File: src/adc_ref_pkg.sv
// package: register indices, field positions, reset values and encodings
// for the converter reference and input selection logic.
// assumes: an 8-bit register port clocked by the system clock.
package adc_ref_pkg;
   // register indices on the plain register port
   localparam logic [1:0] ADDR_REF_GAIN = 2'h0;   // reference_gain_control
   localparam logic [1:0] ADDR_BANDGAP = 2'h1;    // bandgap_control
   localparam logic [1:0] ADDR_CHANNEL = 2'h2;    // external channel select
   localparam logic [1:0] ADDR_SOURCE = 2'h3;     // input source select
   // field positions of reference_gain_control and bandgap_control
   localparam int AMP_EN_BIT = 7;
   localparam int AMP_IN_BIT = 4;
   localparam int REF_SEL_LSB = 2;
   localparam int GAIN_LSB = 0;
   localparam int BG_EN_BIT = 0;
   // writable masks: unimplemented bits hold zero
   localparam logic [7:0] REF_GAIN_MASK = 8'h9f;
   localparam logic [7:0] BANDGAP_MASK = 8'h01;
   localparam logic [7:0] NIBBLE_MASK = 8'h0f;
   // reset values
   localparam logic [7:0] REF_GAIN_RESET = 8'h00;
   localparam logic [7:0] BANDGAP_RESET = 8'h00;
   localparam logic [3:0] NIBBLE_RESET = 4'h0;
   // cycles software waits after enabling the bandgap, plain default
   localparam int BANDGAP_START_CYCLES = 16;
   // number of external analog channels (0..8, 2 reserved)
   localparam int NUM_CHANNELS = 9;
   localparam logic [3:0] LAST_CHANNEL = 4'h8;
   localparam logic [3:0] RESERVED_CHANNEL = 4'h2;
   // converter reference choice (one-hot switch bus)
   typedef enum logic [2:0] {
      REF_SUPPLY = 3'b001,
      REF_EXT_PIN = 3'b010,
      REF_AMP_OUT = 3'b100
   } ref_src_e;
   // internal converter input choice (one-hot switch bus)
   typedef enum logic [7:0] {
      IN_EXTERNAL = 8'b0000_0001,
      IN_SUPPLY = 8'b0000_0010,
      IN_SUPPLY_HALF = 8'b0000_0100,
      IN_SUPPLY_QUARTER = 8'b0000_1000,
      IN_AMP = 8'b0001_0000,
      IN_AMP_HALF = 8'b0010_0000,
      IN_AMP_QUARTER = 8'b0100_0000,
      IN_GROUND = 8'b1000_0000
   } input_src_e;
endpackage

File: src/adc_reference_input_select.sv
// module: register controlled reference, amplifier and input routing switches
// assumes: clk at 50 MHz, synchronous reset, registers on a plain port with
// read data valid in the cycle after the read strobe.
//
// Design decisions made here: the register offsets and strobed register access.
`timescale 1ns/100ps
module adc_reference_input_select (
   // clock and reset
   input wire logic clk,
   input wire logic srst,
   // register port
   input wire logic [1:0] addr,
   input wire logic [7:0] wdata,
   input wire logic wr,
   input wire logic rd,
   output logic [7:0] rdata,
   // analog channel pin configuration from the pin-function registers
   input wire logic [8:0] pin_analog_sel,
   // amplifier controls
   output logic amp_enable,
   output logic [1:0] amp_gain_select,
   output logic amp_pin_switch,
   output logic amp_bandgap_switch,
   output logic bandgap_enable,
   // converter reference switches, one-hot
   output logic [2:0] ref_switch,
   output logic ref_pin_switch,
   // converter input switches
   output logic [7:0] input_switch,
   output logic [8:0] channel_switch,
   // pin overrides for analog channels
   output logic [8:0] pin_function_off,
   output logic [8:0] pull_high_off,
   output logic [8:0] direction_override
);

   // stored registers
   logic [7:0] ref_gain;      // reference_gain_control
   logic [7:0] bandgap;       // bandgap_control
   logic [3:0] channel_sel;   // external_channel_select
   logic [3:0] source_sel;    // input_source_select
   logic [7:0] next_rdata;    // read mux output

   // write decode
   wire wr_ref_gain = wr && (addr == adc_ref_pkg::ADDR_REF_GAIN);
   wire wr_bandgap = wr && (addr == adc_ref_pkg::ADDR_BANDGAP);
   wire wr_channel = wr && (addr == adc_ref_pkg::ADDR_CHANNEL);
   wire wr_source = wr && (addr == adc_ref_pkg::ADDR_SOURCE);

   // register writes; masks keep unimplemented bits at zero
   always_ff @(posedge clk) begin
      if (srst) begin
         ref_gain <= adc_ref_pkg::REF_GAIN_RESET;
         bandgap <= adc_ref_pkg::BANDGAP_RESET;
         channel_sel <= adc_ref_pkg::NIBBLE_RESET;
         source_sel <= adc_ref_pkg::NIBBLE_RESET;
      end else begin
         if (wr_ref_gain) begin
            ref_gain <= wdata & adc_ref_pkg::REF_GAIN_MASK;
         end
         if (wr_bandgap) begin
            bandgap <= wdata & adc_ref_pkg::BANDGAP_MASK;
         end
         if (wr_channel) begin
            channel_sel <= wdata[3:0];
         end
         if (wr_source) begin
            source_sel <= wdata[3:0];
         end
      end
   end

   // read mux: address decode as an if chain
   always_comb begin
      if (addr == adc_ref_pkg::ADDR_REF_GAIN) begin
         next_rdata = ref_gain;
      end else if (addr == adc_ref_pkg::ADDR_BANDGAP) begin
         next_rdata = bandgap;
      end else if (addr == adc_ref_pkg::ADDR_CHANNEL) begin
         next_rdata = {4'h0, channel_sel};
      end else begin
         next_rdata = {4'h0, source_sel};
      end
   end

   // read data stands only in the cycle after the read strobe
   always_ff @(posedge clk) begin
      if (srst) begin
         rdata <= 8'h00;
      end else if (rd) begin
         rdata <= next_rdata;
      end else begin
         rdata <= 8'h00;
      end
   end

   // decode an input source nibble into a one-hot switch bus
   function automatic logic [7:0] decode_source(input logic [3:0] s);
      logic [7:0] r;
      r = adc_ref_pkg::IN_EXTERNAL;
      if (s[3:2] == 2'b10) begin
         r = adc_ref_pkg::IN_GROUND;
      end else if (s[3:2] == 2'b11 || s[1:0] == 2'b00) begin
         r = adc_ref_pkg::IN_EXTERNAL;
      end else if (s[2] == 1'b0) begin
         r = (s[1:0] == 2'b01) ? adc_ref_pkg::IN_SUPPLY :
             (s[1:0] == 2'b10) ? adc_ref_pkg::IN_SUPPLY_HALF :
             adc_ref_pkg::IN_SUPPLY_QUARTER;
      end else begin
         r = (s[1:0] == 2'b01) ? adc_ref_pkg::IN_AMP :
             (s[1:0] == 2'b10) ? adc_ref_pkg::IN_AMP_HALF :
             adc_ref_pkg::IN_AMP_QUARTER;
      end
      return r;
   endfunction

   // field views of the stored registers
   wire amp_in_bandgap = ref_gain[adc_ref_pkg::AMP_IN_BIT];
   wire [1:0] ref_field = ref_gain[adc_ref_pkg::REF_SEL_LSB +: 2];
   wire [7:0] src_onehot = decode_source(source_sel);
   wire external_in = src_onehot[0];
   // channel valid: 0..8 except the reserved code
   wire channel_ok = (channel_sel <= adc_ref_pkg::LAST_CHANNEL)
                     && (channel_sel != adc_ref_pkg::RESERVED_CHANNEL);
   wire [8:0] channel_onehot = channel_ok ? (9'h001 << channel_sel) : 9'h000;

   // amplifier and bandgap controls straight from the registers
   assign amp_enable = ref_gain[adc_ref_pkg::AMP_EN_BIT];
   assign amp_gain_select = ref_gain[adc_ref_pkg::GAIN_LSB +: 2];
   assign amp_bandgap_switch = amp_in_bandgap;
   assign amp_pin_switch = !amp_in_bandgap;
   assign bandgap_enable = bandgap[adc_ref_pkg::BG_EN_BIT];

   // reference select: 00 supply, 01 pin, 1x amplifier output
   assign ref_switch = ref_field[1] ? adc_ref_pkg::REF_AMP_OUT :
                       ref_field[0] ? adc_ref_pkg::REF_EXT_PIN :
                       adc_ref_pkg::REF_SUPPLY;
   assign ref_pin_switch = (ref_field == 2'b01);

   // input switches; external paths open for any internal signal
   assign input_switch = src_onehot;
   assign channel_switch = external_in ? channel_onehot : 9'h000;

   // analog channel pins lose their digital functions and pull-highs
   assign pin_function_off = pin_analog_sel;
   assign pull_high_off = pin_analog_sel;
   assign direction_override = pin_analog_sel;
endmodule // adc_reference_input_select

File: config.mk
export PLATFORM = sky130hd
export DESIGN_NAME = adc_reference_input_select
export DESIGN_NICKNAME = d
export VERILOG_FILES = /design/src/adc_ref_pkg.sv /design/src/adc_reference_input_select.sv
export SDC_FILE = /design/constraint.sdc
export NUM_CORES = 1
export LEC_CHECK = 0
export BUFFER_PORTS_ARGS = -buffer_cell sky130_fd_sc_hd__buf_2
export CORE_ASPECT_RATIO = 0.5
export CORE_UTILIZATION = 30
export CTS_CLUSTER_SIZE = 12
export DETAILED_ROUTE_END_ITERATION = 10
export PLACE_DENSITY = 0.64
export SLEW_MARGIN = 20
export SYNTH_ARGS = -nofsm -noshare
export SYNTH_HDL_FRONTEND = slang
export SYNTH_SLANG_ARGS = --single-unit
File: constraint.sdc
create_clock -name clk -period 1.3 [get_ports clk]
set_clock_uncertainty 0.15 [all_clocks]
set_input_delay 0.065 -clock clk [delete_from_list [all_inputs] [get_ports clk]]
set_output_delay 0.065 -clock clk [all_outputs]
set_load 0.01 [all_outputs]
==> summary.md, run 1 <==
| Metric | Value |
|---|---|
| YS warnings | 0 |
| Switching share of total power | 28.1% |
| Max IR drop VDD | 402 uV |
| Latest clock arrival within the worst-skew pair | 260 ps |
| CTS sink count | 21 |
| Vias | 1108 |
| Critical path startpoint category | flip-flop |
| DR top layer | met4 |
| Mapped Cells | 148 |
| Syn_area_per_cell | 9.46 sq um |
| Min Tclk post-route | 1650 ps |
| Failing checks | hold timing, setup timing |
| Pre-CTS setup slack | -127 ps |
| Layout area overhead | 32.4% |
| Setup-failing EPs final | 16 |
| FFs w/ async S/R, synth | 0% |
| Number of global-route vias before repair | 1069 |
| HPWL after DPL | 2240 um |
| Reg power frac | 47.0% |
| WL/cell | 12.5 um |
| Hold Worst Slack | -0.838 ps |
| Synthesized flop and latch total | 21 |
| Proportion of synthesized chip area in sequential cells | 30.0% |
| TritonRoute pass-1 iters | 4 |
| Boundary pin count | 85 |
| All-Layer GR Usage | 12.8% |
| Met2 WL | 1440 um |
| Worst setup path class | reg2out |
| Top_reg_cell synth | dfxtp_1 |
| Lkg Pwr | 0.869 nW |
| Worst Hold Class | in2reg |
| Htree depth | 1 |
| Top cells by area, synth | dfxtp_1 (30%), buf_4 (18%), mux2i_1 (13%), nand2b_1 (12%), ha_1 (2.7%) |
| Largest net degree at the start of global routing | 25 |
| Fin. Hold Viols | 1 |
| CTS tree | yes |
| Routed WL | 3090 um |
| Placed Cells | 227 |
| Critical path endpoint category | primary output |
| Clock transition at path regs | 80 ps |
| Final Worst Setup Slack | -347 ps |
| Post-synth cell types | 29 |
| EDFF count, synth | 0 |
| Signal arrival time at the worst endpoint | 1430 ps |
| Status | finished, violations left |
| Period utilization | 127% |
| Core ar. | 0.00445 sq mm |
| P_int | 0.00104 W |
| Top-area cell type share of the netlist area | 30.0% |
| Antenna-violating nets left | 0 |
| Pwr Density | 779 mW/mm^2 |
| CP Max Fanout | 9 |
| Most common cell in the netlist | buf_4 |
| Post-Syn Area | 0.00140 sq mm |
| Post-synth top cells | buf_4 (34), nand2b_1 (26), dfxtp_1 (21) |
| Clk buf depth | 2 |
| Fin. max-slew vios | 0 |
| CTS Buf Count | 3 |
| Max_cap viols | 0 |
| M1 wire length | 1410 um |
| Total gr overflow | 0 |
| Post-synth top area cell | dfxtp_1 |
| # diodes | 0 |
| Die Ht | 50.3 um |
| First-pass GRT wire length | 4950 um |
| PortBufs | 43 |
| Chip Width | 98.6 um |
| P_sw | 0.000406 W |
| Root buffer cell | clkbuf_8 |
| Final #Nets | 216 |
| Worst Path Required | 1090 ps |
| Rows | 17 |
| Power share of the clock group | 30.0% |
| Final Util | 41.7% |
| Unrepaired setup endpoints after global routing | true |
| Vias per inst | 4.50 |
| Fmax achieved | 607 MHz |
| Finished Layout Cells | 246 |
| Met3 wire len | 152 um |
| Starting Density | 31.5% |
| 1st-iter DRT viols | 31 |
| # DRC | 0 |
| Comb pwr share | 23.1% |
| Layout cells sized above 1 | 48.7% |
| Overall power | 0.00144 W |
| Final RePlAce weighted congestion | 0.723 |
| Initial antenna violation count | 0 |
| Die ar. | 0.00496 sq mm |
-- layer usage --
layer	vias up	GRT usage [%]
met5	-	0
met4	0	5.97
met3	9	2.09
met2	58	21.1
met1	500	16.5
li1	541	-
-- worst paths after layout --
kind	from	to	slack, ps	depth (start not counted)
worst max-delay path	source_sel[0]$_SDFFE_PP0P_	channel_switch[6]	-350	6
worst min-delay path	wdata[0]	channel_sel[0]$_SDFFE_PP0P_	-0.8	3
worst max register to register	source_sel[0]$_SDFFE_PP0P_	rdata[0]$_SDFF_PP0_	-40	3
worst min register to register	ref_gain[1]$_SDFFE_PP0P_	rdata[1]$_SDFF_PP0_	340	1
-- metrics by stage --
step / TNS, ps / area (sq um)
after floorplan: -83.0 / 1440
after global placement: -710 / 1570
after detailed placement: -1030 / 1570
after CTS: -3850 / 1830
after global routing: -5160 / 1850
final: -4020 / 1850
-- kinds of logic after synthesis --
family	synth area share, %
AO/OA/AOI/OAI	1.88
adder cells (fa/ha/maj)	2.68
buffers and inverters	21.8
flip-flops	30.0
multiplexers	15.7
other	0.268
AND/OR/NAND/NOR	27.6
-- flip-flops by register name (all words and copies together) (netlist names) --
signal	count
bandgap	1
rdata	6
channel_sel	4
ref_gain	6
source_sel	4
-- power by group through the flow --
| stage | logic (W) | registers (W) | clock network (W) |
|---|---|---|---|
| final | 0.000333 | 0.000679 | 0.000433 |
| after global placement | 0.000243 | 0.000690 | 0 |
| after global routing | 0.000362 | 0.000682 | 0.000465 |
| after detailed placement | 0.000247 | 0.000692 | 0 |
| after floorplan | 0.000237 | 0.000695 | 0 |
| after CTS | 0.000327 | 0.000678 | 0.000433 |
-- repair_timing --
action | CTS | global route
setup buffers | 1 | 2
cloned | 0 | 0
gates resized for setup | 20 | 4
pin swaps | 6 | 2
endpoints found under the setup margin | 17 | 17
endpoints found under the hold margin | 34 | 0
hold buffers | 14 | 0
-- area by class of cell --
cell class / count / area (sq um)
repair buffers: 74 / 505
well taps: 57 / 71.3
clock inverters: 1 / 5.00
inverters: 4 / 15.0
fillers: 423 / 2590
clock buffers: 3 / 41.3
flip-flops and latches: 21 / 427
multi-input cells: 86 / 790
-- cells in the final DEF, fill, tap and decap left out, types with 2 or more instances in the layout --
| cell type | Yosys | layout |
|---|---|---|
| and2_1 | 2 | 2 |
| clkbuf_8 | 0 | 3 |
| nor3_1 | 7 | 4 |
| buf_4 | 34 | 15 |
| buf_2 | 1 | 42 |
| conb_1 | 1 | 3 |
| nor4b_4 | 1 | 2 |
| nand2b_4 | 0 | 3 |
| o2bb2ai_1 | 3 | 3 |
| nand3b_1 | 3 | 3 |
| buf_6 | 2 | 2 |
| ha_1 | 3 | 2 |
| nor2b_1 | 2 | 2 |
| nor3_2 | 0 | 3 |
| dfxtp_2 | 0 | 5 |
| nor4_2 | 0 | 3 |
| inv_1 | 4 | 2 |
| mux2i_1 | 18 | 18 |
| nand2b_1 | 26 | 23 |
| dfxtp_1 | 21 | 16 |
| inv_2 | 0 | 2 |
| dlygate4sd3_1 | 0 | 14 |
-- worst max-delay path, cell delays in order, from the launching register on --
cell and delay [ps]:
dfxtp_2 330, inv_2 80, ha_4 160, mux2i_4 70
buf_12 150, nor4b_4 230, buf_2 160
No activity file was read; power rests on OpenSTA's default activity.
==> run 2: changes to the inputs <==
CORE_UTILIZATION = 39   (was 30)
PLACE_DENSITY = 0.76   (was 0.64)
==> run 2 against run 1 <==
Effect of this change: the run ends with setup timing left; total power decreased by 1.1%; die area decreased by 22%; combinational power about the same; design area decreased by 0.94%; core utilization increased by 16 points; setup slack improved by 29 ps; largest power group unchanged.
==> summary.md, run 2 (synthesized netlist as in run 1, its figures left out) <==
| Metric | Value |
|---|---|
| Status | finished, violations left |
| Failing checks | setup timing |
| All-Layer GR Usage | 15.8% (+3.0 points) |
| Chip Width | 86.7 um (-12%) |
| Critical R2R Capture | rdata[0]$_SDFF_PP0_ |
| Largest net degree at the start of global routing | 25 (unchanged) |
| RR Startpoint | source_sel[0]$_SDFFE_PP0P_ |
| R2R cell count | 4 (+1) |
| Min Tclk post-route | 1620 ps (-29.3 ps) |
| Buffers & Inverters on Critical Path | 3 (unchanged) |
| Layout area overhead | 31.2% |
| Final Worst Setup Slack | -318 ps (+29.3 ps) |
| Setup-failing EPs final | 16 (unchanged) |
| Clock transition at path regs | 70 ps (about the same) |
| Starting Density | 43.7% (+12 points) |
| CP Max Fanout | 9 (unchanged) |
| Critical path startpoint category | flip-flop |
| Max_cap viols | 0 (unchanged) |
| Die Ht | 44.4 um (-12%) |
| Initial antenna violation count | 0 (unchanged) |
| Worst hold path stage count | 3 (unchanged) |
| Layout cells sized above 1 | 47.4% (-1.3 points) |
| Htree depth | 1 (unchanged) |
| CTS sink count | 21 (unchanged) |
| Total gr overflow | 0 (unchanged) |
| Finished Layout Cells | 238 (-3.3%) |
| # diodes | 0 (unchanged) |
| Fin. max-slew vios | 0 (unchanged) |
| Hold EP | source_sel[3]$_SDFFE_PP0P_ |
| Fmax achieved | 618 MHz (+1.8%) |
| First-pass GRT wire length | 4620 um (-6.5%) |
| WL/cell | 12.6 um (+0.65%) |
| Crit-path slowest cell | dfxtp_2 |
| Lkg Pwr | 0.865 nW (-0.40%) |
| Clk buf depth | 2 (unchanged) |
| FF-to-FF setup slack | -140 ps (-100 ps) |
| Signal arrival time at the worst endpoint | 1400 ps (-30 ps) |
| Final RePlAce weighted congestion | 0.735 (+1.6%) |
| Worst Path Required | 1090 ps (about the same) |
| Worst setup path class | reg2out |
| Routed WL | 3000 um (-2.6%) |
| TritonRoute pass-1 iters | 4 (unchanged) |
| Critical path endpoint category | primary output |
| Top delay family on crit path | buffers and inverters |
| Vias per inst | 4.64 (+3.1%) |
| CTS tree | yes |
| Root buffer cell | clkbuf_8 |
| Max IR drop VDD | 380 uV (-5.4%) |
| Worst path cell trace | inv_2, ha_4, mux2i_4, buf_12, nor4_2, buf_2 |
| Period utilization | 124% (-2.3 points) |
| Boundary pin count | 85 (unchanged) |
| Largest registers | rdata (6), ref_gain (6) |
| Vias | 1105 (-0.27%) |
| Unrepaired setup endpoints after global routing | true |
| DP Area | 0.00153 sq mm (-2.5%) |
| Overall power | 0.00143 W (-1.1%) |
| HPWL after DPL | 2180 um (-2.8%) |
| Most common cell after layout, fill and taps aside | buf_2 |
| CP peak stage delay | 330 ps (about the same) |
| CTS Buf Count | 3 (unchanged) |
| PortBufs | 43 (unchanged) |
| Pwr Density | 778 mW/mm^2 (-0.15%) |
| Final Instance Area | 0.00184 sq mm (-0.94%) |
| Most frequent cells in the layout | buf_2 (42), nand2b_1 (25), mux2i_1 (18), dfxtp_1 (15) |
| Fin. Hold Viols | 0 (-1) |
| Final #Nets | 217 (+0.46%) |
| Placed Cells | 216 (-4.8%) |
| Die ar. | 0.00385 sq mm (-22%) |
| Hold Startpoint | wdata[3] |
| # DRC | 0 (unchanged) |
| Latest clock arrival within the worst-skew pair | 250 ps (about the same) |
| Rows | 14 (-3) |
| Core ar. | 0.00321 sq mm (-28%) |
| Worst Hold Class | in2reg |
| 1st-iter DRT viols | 47 (+52%) |
| Number of global-route vias before repair | 1041 (-2.6%) |
| Antenna-violating nets left | 0 (unchanged) |
run 2: changes by cell type in the layout (fill, tap and decap cells not counted), moves of 2 or more:
| cell | change |
|---|---|
| buf_6 | +2 |
| nand2b_4 | -2 |
| nand2b_1 | +2 |
| nor2_1 | +2 |
run 2: per-layer routing:
layer	wire length [um]	GRT usage [%]	vias up	share of wire (%)
met5	0	0	-	0
met4	0	4.33	0	0
met3	198	3.73	0	6.6
met2	1500	29.8	59	50
met1	1310	18.4	503	43
li1	-	-	543	-
run 2: stage by stage:
step                TNS (ps)  utilization, %  setup WS [ps]  hold WS [ps]
global placement       -1080            47.9           -134         -19.9
global route           -4660            57.3           -380          24.2
CTS                    -3870            56.1           -291          5.58
detailed placement     -1880            47.9           -205         -19.9
floorplan              -83.0               -          -30.6          70.3
finish                 -3720            57.3           -318          1.15
run 2: worst reg2reg max path, delay by kind of cell (launching register included):
kind	cells	cell delay, ps
multiplexers	1	440
flip-flops	1	330
buffers and inverters	2	220
AND/OR/NAND/NOR	1	190
run 2: report_power, final:
group          internal [W]  total (W)  switching, W
Clock              0.000218   0.000417      0.000199
Sequential         0.000662   0.000679     0.0000169
Combinational      0.000166   0.000333      0.000167
run 2: timing repair:
| action | CTS | global route |
|---|---|---|
| setup buffers | 4 | 1 |
| endpoints found under the hold margin | 35 | 0 |
| setup endpoints to repair | 16 | 17 |
| pin swaps | 9 | 1 |
| hold buffers | 14 | 0 |
| gates resized for setup | 18 | 4 |
run 2: layout make-up:
class,instances,area (sq um)
Clock buffer,4,45.0
Inverter,4,15.0
Tap cell,48,60.1
Multi-Input combinational cell,86,768
Timing Repair Buffer,75,520
Fill cell,281,1370
Sequential cell,21,428
run 2: worst max path at each step:
stage,start,slack (ps),endpoint,cells past startpoint
finish,source_sel[1]$_SDFFE_PP0P_,-320,channel_switch[4],6
global route,source_sel[1]$_SDFFE_PP0P_,-380,channel_switch[6],6
CTS,source_sel[0]$_SDFFE_PP0P_,-290,channel_switch[8],5
detailed placement,source_sel[0]$_SDFFE_PP0P_,-200,channel_switch[5],5
global placement,source_sel[0]$_SDFFE_PP0P_,-130,channel_switch[5],5
floorplan,channel_sel[3]$_SDFFE_PP0P_,-30,channel_switch[8],2
